<file path="src/hdl/core_map.svh">
// register offsets, field positions, reset values and timing counts
`ifndef CORE_MAP_SVH
`define CORE_MAP_SVH
`define CLKS_PER_ICYCLE 4
`define PH_LAST 2'h3
`define PC_W 11
`define DA_W 8
`define PCL_ADDR 8'h02
`define REG_CTRL 4'h0
`define REG_STATUS 4'h4
`define REG_ACC 4'h8
`define REG_ICOUNT 4'hc
`define CTRL_RUN 0
`define CTRL_SEL_LO 1
`define CTRL_SEL_HI 2
`define CTRL_RST 3'h0
`define STAT_Z 16
`define STAT_C 17
`define STAT_BUSY 18
`define STAT_OPT_LSB 20
`define STAT_MATCH 22
`define OSC_8M 2'h0
`define OSC_12M 2'h1
`define OSC_16M 2'h2
`endif

</file>
<file path="src/hdl/core_pkg.sv">
// types shared by the core and its memories
`include "core_map.svh"
package core_pkg;
    typedef enum logic [4:0] {
        no_op = 5'h00, transfer_op = 5'h01, transfer_to_mem_op = 5'h02,
        transfer_imm_op = 5'h03, add_op = 5'h04, add_carry_op = 5'h05,
        sub_op = 5'h06, sub_borrow_op = 5'h07, add_imm_op = 5'h08,
        sub_imm_op = 5'h09, and_op = 5'h0a, or_op = 5'h0b, xor_op = 5'h0c,
        and_imm_op = 5'h0d, table_read_op = 5'h0e,
        subroutine_back_op = 5'h0f, invert_bits_op = 5'h10,
        add_one_in_place_op = 5'h11, add_one_to_acc_op = 5'h12,
        subtract_one_in_place_op = 5'h13, subtract_one_to_acc_op = 5'h14,
        rotate_right_op = 5'h15, rotate_left_op = 5'h16,
        rotate_right_thru_carry_op = 5'h17,
        rotate_left_thru_carry_op = 5'h18, bit_assert_op = 5'h19,
        bit_deassert_op = 5'h1a, skip_byte_op = 5'h1b,
        skip_bit_zero_op = 5'h1c, skip_bit_set_op = 5'h1d,
        unconditional_jump_op = 5'h1e, call_op = 5'h1f
    } op_t;

    // gray codes along idle -> exec -> extra
    typedef enum logic [1:0] {
        ST_IDLE = 2'b00, ST_EXEC = 2'b01, ST_EXTRA = 2'b11
    } run_st_t;

    typedef struct packed {
        logic we;
        logic [`DA_W-1:0] addr;
        logic [7:0] data;
    } ram_wr_t;

    typedef struct packed {
        run_st_t st;
        logic [1:0] ph;
        logic [`PC_W-1:0] pc;
        logic [`PC_W-1:0] fetch_addr;
        logic [15:0] ir;
        logic [7:0] acc;
        logic z;
        logic c;
        logic [7:0] tab;
        logic [2:0] ctrl;
        logic [31:0] icount;
        logic waitreq;
        logic [31:0] rdata;
    } core_state_t;
endpackage

</file>
<file path="src/hdl/data_ram.sv">
// data memory with registered read port
`timescale 1ns/1ns
`default_nettype none
`include "core_map.svh"
module data_ram
    import core_pkg::*;
#(
    parameter int AW = `DA_W
) (
    input wire logic clk,
    input wire ram_wr_t wr,
    input wire logic [AW-1:0] raddr,
    output logic [7:0] rdata_q
);
    logic [7:0] mem [0:(1<<AW)-1];

    // no reset on the array; contents are undefined until written
    always_ff @(posedge clk) begin
        if (wr.we) begin
            mem[wr.addr] <= wr.data;
        end
        rdata_q <= mem[raddr];
    end
endmodule
`default_nettype wire

</file>
<file path="src/hdl/call_stack.sv">
// return address stack, shifting so the top sits in a register
`timescale 1ns/1ns
`default_nettype none
module call_stack #(
    parameter int DEPTH = 8,
    parameter int W = 11
) (
    input wire logic clk,
    input wire logic rstn,
    input wire logic push,
    input wire logic pop,
    input wire logic [W-1:0] din,
    output logic [W-1:0] top_q
);
    typedef struct packed {
        logic [DEPTH-1:0][W-1:0] ent;
    } stk_t;
    stk_t s_q, s_d;

    // past the last level the oldest entry falls off the bottom
    always_comb begin
        s_d = s_q;
        if (push) begin
            s_d.ent = {s_q.ent[DEPTH-2:0], din};
        end else if (pop) begin
            s_d.ent = {{W{1'b0}}, s_q.ent[DEPTH-1:1]};
        end
    end

    always_ff @(posedge clk or negedge rstn) begin
        if (!rstn) begin
            s_q <= '0;
        end else begin
            s_q <= s_d;
        end
    end

    assign top_q = s_q.ent[0];
endmodule
`default_nettype wire

</file>
<file path="src/hdl/mcu_instruction_timing_exec.sv">
// 8-bit core: four-clock instruction cycles, execution, avalon registers
// Notes on behaviour
// - one instruction cycle is exactly four system clocks
// - most instructions one cycle; jump, call, return, table read two
// - writing the program counter low byte costs one extra cycle
// - a taken skip costs one extra cycle, untaken none
// - add carries above 255, subtract borrows below zero
// - increment and decrement by one, to memory or accumulator
// - and, or, xor and invert set zero flag on zero result
// - rotates move one bit; carry variants swap bit through carry
// - call saves the next address, return resumes there
// - jump loads target and saves nothing
// - skips test a byte or bit and discard the next instruction
// - bit set and clear change only the addressed bit
// - moves: memory to acc, acc to memory, immediate to acc
// - the accumulator is one operand of every add, subtract, and, or and xor
// - fast oscillator frequency fixed at build: 8, 12 or 16 MHz
//
// Register access over Avalon-MM and the address map were chosen for this implementation.
`timescale 1ns/1ns
`default_nettype none
`include "core_map.svh"
module mcu_instruction_timing_exec
    import core_pkg::*;
#(
    parameter logic [1:0] OSC_OPTION = `OSC_8M,
    parameter int STACK_DEPTH = 8
) (
    input wire logic clk,
    input wire logic rstn,
    input wire logic [3:0] avs_address,
    input wire logic avs_read,
    input wire logic avs_write,
    input wire logic [31:0] avs_writedata,
    input wire logic [3:0] avs_byteenable,
    output logic [31:0] avs_readdata,
    output logic avs_waitrequest,
    output logic [`PC_W-1:0] fetch_addr,
    input wire logic [15:0] fetch_data
);
    core_state_t s_q, s_d;
    ram_wr_t ram_wr;
    logic [7:0] ram_rdata;
    logic [`PC_W-1:0] stk_top;
    logic push;
    logic pop;

    // ------------------------------------------------------------
    // memories
    // ------------------------------------------------------------
    data_ram #(.AW(`DA_W)) u_ram (
        .clk(clk),
        .wr(ram_wr),
        .raddr(s_q.ir[7:0]),
        .rdata_q(ram_rdata)
    );

    call_stack #(.DEPTH(STACK_DEPTH), .W(`PC_W)) u_stack (
        .clk(clk),
        .rstn(rstn),
        .push(push),
        .pop(pop),
        .din(s_q.pc + `PC_W'(1)),
        .top_q(stk_top)
    );

    // ------------------------------------------------------------
    // operand decode and datapath
    // ------------------------------------------------------------
    op_t op;
    logic dst_m;
    logic [2:0] bidx;
    logic [7:0] maddr;
    logic [7:0] mval;
    logic [7:0] opnd;
    logic [8:0] sum9;
    logic [8:0] dif9;
    logic [7:0] res;
    logic wr_m;
    logic wr_a;
    logic upd_z;
    logic c_n;
    logic skip;
    logic extra;
    logic [`PC_W-1:0] pc_n;
    logic commit;
    logic [31:0] rd;

    assign op = op_t'(s_q.ir[15:11]);
    assign dst_m = s_q.ir[8];
    assign bidx = s_q.ir[10:8];
    assign maddr = s_q.ir[7:0];
    // the low program counter byte reads as a data location
    assign mval = (maddr == `PCL_ADDR) ? s_q.pc[7:0] : ram_rdata;
    assign opnd = (op == add_imm_op || op == sub_imm_op ||
                   op == and_imm_op) ? maddr : mval;
    // nine bits keep the carry and the borrow out of the top
    assign sum9 = {1'b0, s_q.acc} + {1'b0, opnd} +
                  {8'h00, (op == add_carry_op) & s_q.c};
    assign dif9 = {1'b0, s_q.acc} - {1'b0, opnd} -
                  {8'h00, (op == sub_borrow_op) & s_q.c};
    assign commit = (s_q.st == ST_EXEC) && (s_q.ph == `PH_LAST);

    // per-opcode result, destinations, flags and flow
    always_comb begin
        res = 8'h00;
        wr_m = 1'b0;
        wr_a = 1'b0;
        upd_z = 1'b0;
        c_n = s_q.c;
        skip = 1'b0;
        extra = 1'b0;
        pc_n = s_q.pc + `PC_W'(1);
        case (op)
            transfer_op: begin
                res = mval;
                wr_a = 1'b1;
            end
            transfer_to_mem_op: begin
                res = s_q.acc;
                wr_m = 1'b1;
            end
            transfer_imm_op: begin
                res = maddr;
                wr_a = 1'b1;
            end
            add_op, add_carry_op, add_imm_op: begin
                res = sum9[7:0];
                c_n = sum9[8];
                upd_z = 1'b1;
                wr_m = dst_m & (op != add_imm_op);
                wr_a = ~wr_m;
            end
            sub_op, sub_borrow_op, sub_imm_op: begin
                res = dif9[7:0];
                c_n = dif9[8];
                upd_z = 1'b1;
                wr_m = dst_m & (op != sub_imm_op);
                wr_a = ~wr_m;
            end
            and_op, or_op, xor_op, and_imm_op: begin
                res = (op == or_op) ? (s_q.acc | opnd) :
                      (op == xor_op) ? (s_q.acc ^ opnd) : (s_q.acc & opnd);
                upd_z = 1'b1;
                wr_m = dst_m & (op != and_imm_op);
                wr_a = ~wr_m;
            end
            invert_bits_op: begin
                res = ~mval;
                upd_z = 1'b1;
                wr_m = dst_m;
                wr_a = ~dst_m;
            end
            add_one_in_place_op, add_one_to_acc_op: begin
                res = mval + 8'h01;
                upd_z = 1'b1;
                wr_m = (op == add_one_in_place_op);
                wr_a = ~wr_m;
            end
            subtract_one_in_place_op, subtract_one_to_acc_op: begin
                res = mval - 8'h01;
                upd_z = 1'b1;
                wr_m = (op == subtract_one_in_place_op);
                wr_a = ~wr_m;
            end
            rotate_right_op, rotate_left_op: begin
                res = (op == rotate_right_op) ? {mval[0], mval[7:1]}
                                              : {mval[6:0], mval[7]};
                wr_m = dst_m;
                wr_a = ~dst_m;
            end
            rotate_right_thru_carry_op: begin
                res = {s_q.c, mval[7:1]};
                c_n = mval[0];
                wr_m = dst_m;
                wr_a = ~dst_m;
            end
            rotate_left_thru_carry_op: begin
                res = {mval[6:0], s_q.c};
                c_n = mval[7];
                wr_m = dst_m;
                wr_a = ~dst_m;
            end
            bit_assert_op, bit_deassert_op: begin
                res = mval;
                res[bidx] = (op == bit_assert_op);
                wr_m = 1'b1;
            end
            skip_byte_op: begin
                skip = dst_m ? (mval != 8'h00) : (mval == 8'h00);
            end
            skip_bit_zero_op: begin
                skip = ~mval[bidx];
            end
            skip_bit_set_op: begin
                skip = mval[bidx];
            end
            unconditional_jump_op, call_op: begin
                pc_n = s_q.ir[`PC_W-1:0];
                extra = 1'b1;
            end
            subroutine_back_op: begin
                pc_n = stk_top;
                extra = 1'b1;
            end
            table_read_op: begin
                extra = 1'b1;
            end
            no_op: begin
            end
            default: begin
            end
        endcase
        // a written low byte acts as a jump inside the current page
        if (wr_m && maddr == `PCL_ADDR) begin
            pc_n = {s_q.pc[`PC_W-1:8], res};
            extra = 1'b1;
        end
        // the skipped word is never fetched; its slot is the extra cycle
        if (skip) begin
            pc_n = s_q.pc + `PC_W'(2);
            extra = 1'b1;
        end
    end

    // ------------------------------------------------------------
    // register readback
    // ------------------------------------------------------------
    always_comb begin
        rd = 32'h0000_0000;
        case (avs_address)
            `REG_CTRL: rd[2:0] = s_q.ctrl;
            `REG_STATUS: begin
                rd[`PC_W-1:0] = s_q.pc;
                rd[`STAT_Z] = s_q.z;
                rd[`STAT_C] = s_q.c;
                rd[`STAT_BUSY] = (s_q.st != ST_IDLE);
                rd[`STAT_OPT_LSB+1:`STAT_OPT_LSB] = OSC_OPTION;
                rd[`STAT_MATCH] = (s_q.ctrl[`CTRL_SEL_HI:`CTRL_SEL_LO] ==
                                   OSC_OPTION);
            end
            `REG_ACC: rd[7:0] = s_q.acc;
            `REG_ICOUNT: rd = s_q.icount;
            default: rd = 32'h0000_0000;
        endcase
    end

    // ------------------------------------------------------------
    // sequencing and bus slave
    // ------------------------------------------------------------
    always_comb begin
        s_d = s_q;
        ram_wr = '0;
        push = 1'b0;
        pop = 1'b0;
        // four phases per instruction cycle: fetch, read, compute, commit
        if (s_q.st != ST_IDLE) begin
            s_d.ph = s_q.ph + 2'h1;
        end
        if (s_q.st != ST_IDLE && s_q.ph == `PH_LAST) begin
            s_d.icount = s_q.icount + 32'h1;
        end
        case (s_q.st)
            ST_IDLE: begin
                if (s_q.ctrl[`CTRL_RUN]) begin
                    s_d.st = ST_EXEC;
                    s_d.ph = 2'h0;
                end
            end
            ST_EXEC: begin
                if (s_q.ph == 2'h0) begin
                    s_d.ir = fetch_data;
                end
                if (commit) begin
                    if (wr_a) begin
                        s_d.acc = res;
                    end
                    if (upd_z) begin
                        s_d.z = (res == 8'h00);
                    end
                    s_d.c = c_n;
                    if (wr_m && maddr != `PCL_ADDR) begin
                        ram_wr = '{we: 1'b1, addr: maddr, data: res};
                    end
                    push = (op == call_op);
                    pop = (op == subroutine_back_op);
                    s_d.pc = pc_n;
                    // a table read points the fetch port at the acc word;
                    // other two-cycle ops hold the address until the end
                    s_d.fetch_addr = (op == table_read_op) ?
                        {{(`PC_W-8){1'b0}}, s_q.acc} :
                        (extra ? s_q.fetch_addr : pc_n);
                    s_d.st = extra ? ST_EXTRA :
                             (s_q.ctrl[`CTRL_RUN] ? ST_EXEC : ST_IDLE);
                end
            end
            ST_EXTRA: begin
                if (s_q.ph == 2'h1) begin
                    s_d.tab = fetch_data[7:0];
                end
                if (s_q.ph == `PH_LAST) begin
                    if (op == table_read_op) begin
                        ram_wr = '{we: 1'b1, addr: maddr, data: s_q.tab};
                    end
                    s_d.fetch_addr = s_q.pc;
                    s_d.st = s_q.ctrl[`CTRL_RUN] ? ST_EXEC : ST_IDLE;
                end
            end
            default: begin
                s_d.st = ST_IDLE;
                s_d.ph = 2'h0;
            end
        endcase
        // one wait cycle, then a single answer cycle with data
        s_d.waitreq = 1'b1;
        if ((avs_read || avs_write) && s_q.waitreq) begin
            s_d.waitreq = 1'b0;
            s_d.rdata = avs_read ? rd : 32'h0000_0000;
        end
        // the write lands on the edge where the master sees the answer
        if (avs_write && !s_q.waitreq && avs_address == `REG_CTRL &&
            avs_byteenable[0]) begin
            s_d.ctrl = avs_writedata[2:0];
        end
    end

    always_ff @(posedge clk or negedge rstn) begin
        if (!rstn) begin
            s_q <= '{st: ST_IDLE, ctrl: `CTRL_RST, waitreq: 1'b1,
                     default: '0};
        end else begin
            s_q <= s_d;
        end
    end

    assign avs_readdata = s_q.rdata;
    assign avs_waitrequest = s_q.waitreq;
    assign fetch_addr = s_q.fetch_addr;
endmodule
`default_nettype wire

</file>
<file path="config.mk">
export PLATFORM = sky130hd
export DESIGN_NAME = mcu_instruction_timing_exec
export DESIGN_NICKNAME = d
export VERILOG_FILES = /design/src/hdl/core_pkg.sv /design/src/hdl/data_ram.sv /design/src/hdl/call_stack.sv /design/src/hdl/mcu_instruction_timing_exec.sv
export VERILOG_INCLUDE_DIRS = /design/src /design/src/hdl
export SDC_FILE = /design/constraint.sdc
export NUM_CORES = 2
export LEC_CHECK = 0
export ABC_CLOCK_PERIOD_IN_PS = 22100
export BUFFER_PORTS_ARGS = -buffer_cell sky130_fd_sc_hd__buf_2
export CAP_MARGIN = 20
export CORE_MARGIN = 2
export CORE_UTILIZATION = 30
export DETAILED_ROUTE_END_ITERATION = 12
export PLACE_DENSITY = 0.49
export SKIP_LAST_GASP = 1
export SLEW_MARGIN = 20
export SYNTH_ARGS = -nofsm -noshare
export SYNTH_HDL_FRONTEND = slang
export SYNTH_SLANG_ARGS = --single-unit
</file>
<file path="constraint.sdc">
create_clock -name clk -period 22.1 [get_ports clk]
set_input_delay 3.315 -clock clk [delete_from_list [all_inputs] [get_ports clk]]
set_output_delay 3.315 -clock clk [all_outputs]
set_load 0.02 [all_outputs]
</file>
==> summary.txt <==
Detailed routing
  – Wirelength per Cell: 26.20 um
  – Routed vias: approximately 47,000
  – Final wirelength: 242.6 mm
  – Pre-Repair DR Iteration Count: 6
  – Via/cell ratio: 5.071
  – Drt initial violations: 4,525
  – DRC: 0
  – Routed Antenna Nets: 0

Min path
  – Hold Crit Class: register to register

STA
  – Final Hold Fails: 0
  – RSZ-0062 raised after global routing: false
  – Final TNS setup: 0 ns
  – Worst slew pin tran: 1.093 ns
  – Max frequency: 136.2 MHz
  – # setup viols final: 0
  – Slew Limit Headroom: 0.2657
  – Clk_skew: 0.1064 ns
  – Slew Limit Fails: 0
  – Period utilization: 0.3323
  – Tmin final: ~7.3 ns

Synth
  – Syn Area/Cell: ~19 sq um
  – Syn nets: roughly 5,000
  – Post-synthesis cell area: 92,960 sq um
  – Post-synth ARST share: 0.09507
  – YS warnings: 0
  – Post-Syn Instances: around 4,900
  – Sequential share of the synthesized area: 0.7214
  – Post-synth EDFFs: slightly above 2,000
  – Synthesis-stage register bit count: 2,272
  – Cell variety after synth: 89
  – Ys flop type: edfxtp_1

CTS
  – Root Driver: clkbuf_16
  – Max clock buf depth: 4
  – CTS tree: built
  – Worst-path clk slew: 0.06 ns
  – CTS Buf Count: 240
  – Worst skew pair latency: 0.92 ns
  – Post-CTS setup buffers: 0
  – Hold-fix buffers at CTS: 0
  – H-tree levels: 4
  – Sink Count: 2,272
  – Post-cts gate resize count: 0

Floorplan
  – Row cnt: 204
  – Io pins: between 100 and 150
  – Starting Density: 0.3012
  – Die height: 560.7 um
  – Die area: 314,300 sq um
  – Core footprint: ~310,000 sq um
  – Die width: 560.7 um

Critical path
  – Worst path required time: 22.65 ns
  – Worst path cell trace: nor4b_4 -> nand2_4 -> mux2i_1 -> inv_1 -> mux2_2 -> ha_1 -> a2111oi_0 -> o31a_1 -> o21ai_0 -> and4_1 -> o21ai_4 -> buf_4 -> buf_4
  – CP delay by family, top: buffers and inverters
  – CP Capture Type: register
  – Crit path kind: register to register
  – Crit path DAT: about 8 ns
  – CP peak stage delay: around 0.84 ns
  – Startpoint types: register
  – CP bufs+invs: 3
  – Slowest cell on crit path: buf_4
  – Critical Path Most Common Cell: buf_4
  – Worst-path fanout max: 88

Cells and area
  – Fin cells: around 9,000
  – Final instance area: between 100,000 and 150,000 sq um
  – Area occupied by multi-input gates: between 20,000 and 25,000 sq um
  – Share of cells above drive strength 1: 0.2429
  – Nets@finish: just over 5,000
  – FF+latch area: 67,090 sq um
  – Synthesis-to-layout area growth: 13.24%
  – # fillers: 29,015

Place
  – Post-detail-place hpwl: approximately 150 mm
  – Placed insts: about 8,800
  – IO Port Bufs: 71
  – GP Congestion: 0.8123
  – Placed Area: 97,770 sq um

GRT
  – All-Layer GR Usage: 0.1513
  – Gr ovfl total: 0
  – First-pass GRT wire length: 350.9 mm
  – Initial antenna violation count: 8
  – Largest net degree at the start of global routing: between 200 and 250
  – Vias in the first global route: about 48,000

Run
  – Max-cap viol count: 0

Power
  – Power Total: roughly 13,000 uW
  – Power per cell area: 119.8 nW/um^2
  – Worst vdd ir: 96.99 uV
  – Lkg Pwr: roughly 0.031 uW

Status
  – Status: finished clean
worst min-delay path, cell delays in order (launching register included):
cell	delay [ns]
dfrtp_1	0.34
nand2_1	0.04
o21ai_0	0.05
cells by family after synthesis:
family          count (synthesis)  synth area share
fa+ha+maj                      46          0.006514
buf+inv                       398           0.01984
xor+xnor                       63          0.005936
compound gates                461           0.03236
simple gates                  824           0.04004
mux                           806            0.1739
flops                        2272            0.7214
layer usage:
metal  global-route usage  up-vias  wire length, um
li1                     -    19894                -
met1               0.2152    25260           108600
met2               0.2415     1419           114600
met3              0.02246      371            12700
met4              0.04084        0             6646
met5                    0        -                0
state kept, by name (all words and copies together) (netlist names), 8 cells and up:
name	count
u_ram.mem	2048
u_stack.top_q	11
u_ram.rdata_q	8
avs_readdata	32
fetch_addr	11
s_q	68
maddr	8
u_stack.s_q	77
Yosys cell counts (7+ instances only):
master / count / area, sq um
o22ai_1: 24 / 150.1
mux2i_1: 114 / 1141
mux2_2: 50 / 563.0
a21oi_1: 64 / 320.3
ha_1: 42 / 525.5
a22o_1: 25 / 219.0
o21ai_1: 9 / 45.04
nand3_1: 39 / 195.2
dfxtp_1: 8 / 160.2
buf_1: 32 / 120.1
nor3_1: 36 / 180.2
and3_1: 19 / 118.9
a222oi_1: 10 / 100.1
dfrtp_1: 215 / 5380
o211ai_1: 18 / 135.1
mux4_2: 642 / 14460
a31oi_1: 15 / 93.84
inv_1: 64 / 240.2
a22oi_1: 25 / 187.7
buf_4: 61 / 457.9
a221oi_1: 9 / 78.83
a21o_1: 7 / 52.55
nand4_1: 16 / 100.1
edfxtp_1: 2048 / 61500
o221ai_1: 14 / 122.6
nor4_1: 11 / 68.82
nor2_1: 339 / 1272
nand2b_1: 17 / 106.4
o21ai_0: 169 / 845.8
buf_2: 73 / 365.4
nor2b_1: 29 / 181.4
a211oi_1: 7 / 52.55
clkbuf_1: 164 / 615.6
and2_1: 11 / 68.82
nand2_1: 255 / 957.2
xnor2_1: 48 / 420.4
o21a_1: 14 / 105.1
xor2_1: 15 / 131.4
final timing paths:
check / startpoint / to / slack (ns) / cells after the start
worst max register to register: maddr[1] / u_ram.mem[249][5] / 14.76 / 13
worst max-delay path: maddr[1] / u_ram.mem[249][5] / 14.76 / 13
worst min register to register: avs_readdata[3] / avs_readdata[3] / 0.47 / 2
max in group asynchronous: rstn / op[4] / 17.28 / 3
min in group asynchronous: rstn / bidx[2] / 2.42 / 1
worst min-delay path: avs_readdata[3] / avs_readdata[3] / 0.47 / 2
where the power goes:
group          internal, uW  switching, uW
Sequential             4830            222
Combinational          1510           2200
Clock                  2190           1660
area by class of cell:
cell class | count | area share
inverter | 64 | 0.002282
clock buffer | 302 | 0.06053
tap | 4120 | 0.04897
antenna | 4 | 0.00009508
sequential | 2272 | 0.6373
timing repair buffer | 167 | 0.01147
multi-input combinational | 2200 | 0.2296
clock inverter | 128 | 0.009710
cell usage in the layout, fill, tap and decap left out, types with 8 or more instances in the layout:
master     count
clkinv_2      53
a31oi_1       15
and3_1        19
nand2_1      251
clkbuf_16    243
dfxtp_1        8
nand4_1       16
nor2b_1       29
a221oi_1       9
o221ai_1      14
nor3_1        36
dfrtp_1      208
o22ai_1       24
inv_1         64
xnor2_1       48
nor4_1        11
nand2b_1      17
clkbuf_1      52
a21oi_1       64
o21ai_0      165
nor2_1       339
bufinv_16     14
a222oi_1      10
mux4_2       642
xor2_1        15
mux2_2        50
mux2i_1      114
o21a_1        14
and2_1        11
edfxtp_1    2048
a22oi_1       25
buf_2         70
nand3_1       35
clkinv_1      49
a22o_1        21
ha_1          42
buf_4         86
o211ai_1      18
stage by stage:
step | hold WS, ns | util | worst slack [ns]
floorplan | 0.4455 | - | 6.502
global placement | 0.4656 | 0.3168 | 14.87
detailed placement | 0.4679 | 0.3168 | 14.85
CTS | 0.4838 | 0.3408 | 14.88
global route | 0.5012 | 0.3411 | 14.28
finish | 0.4733 | 0.3411 | 14.76
No activity file was read; power rests on OpenSTA's default activity.
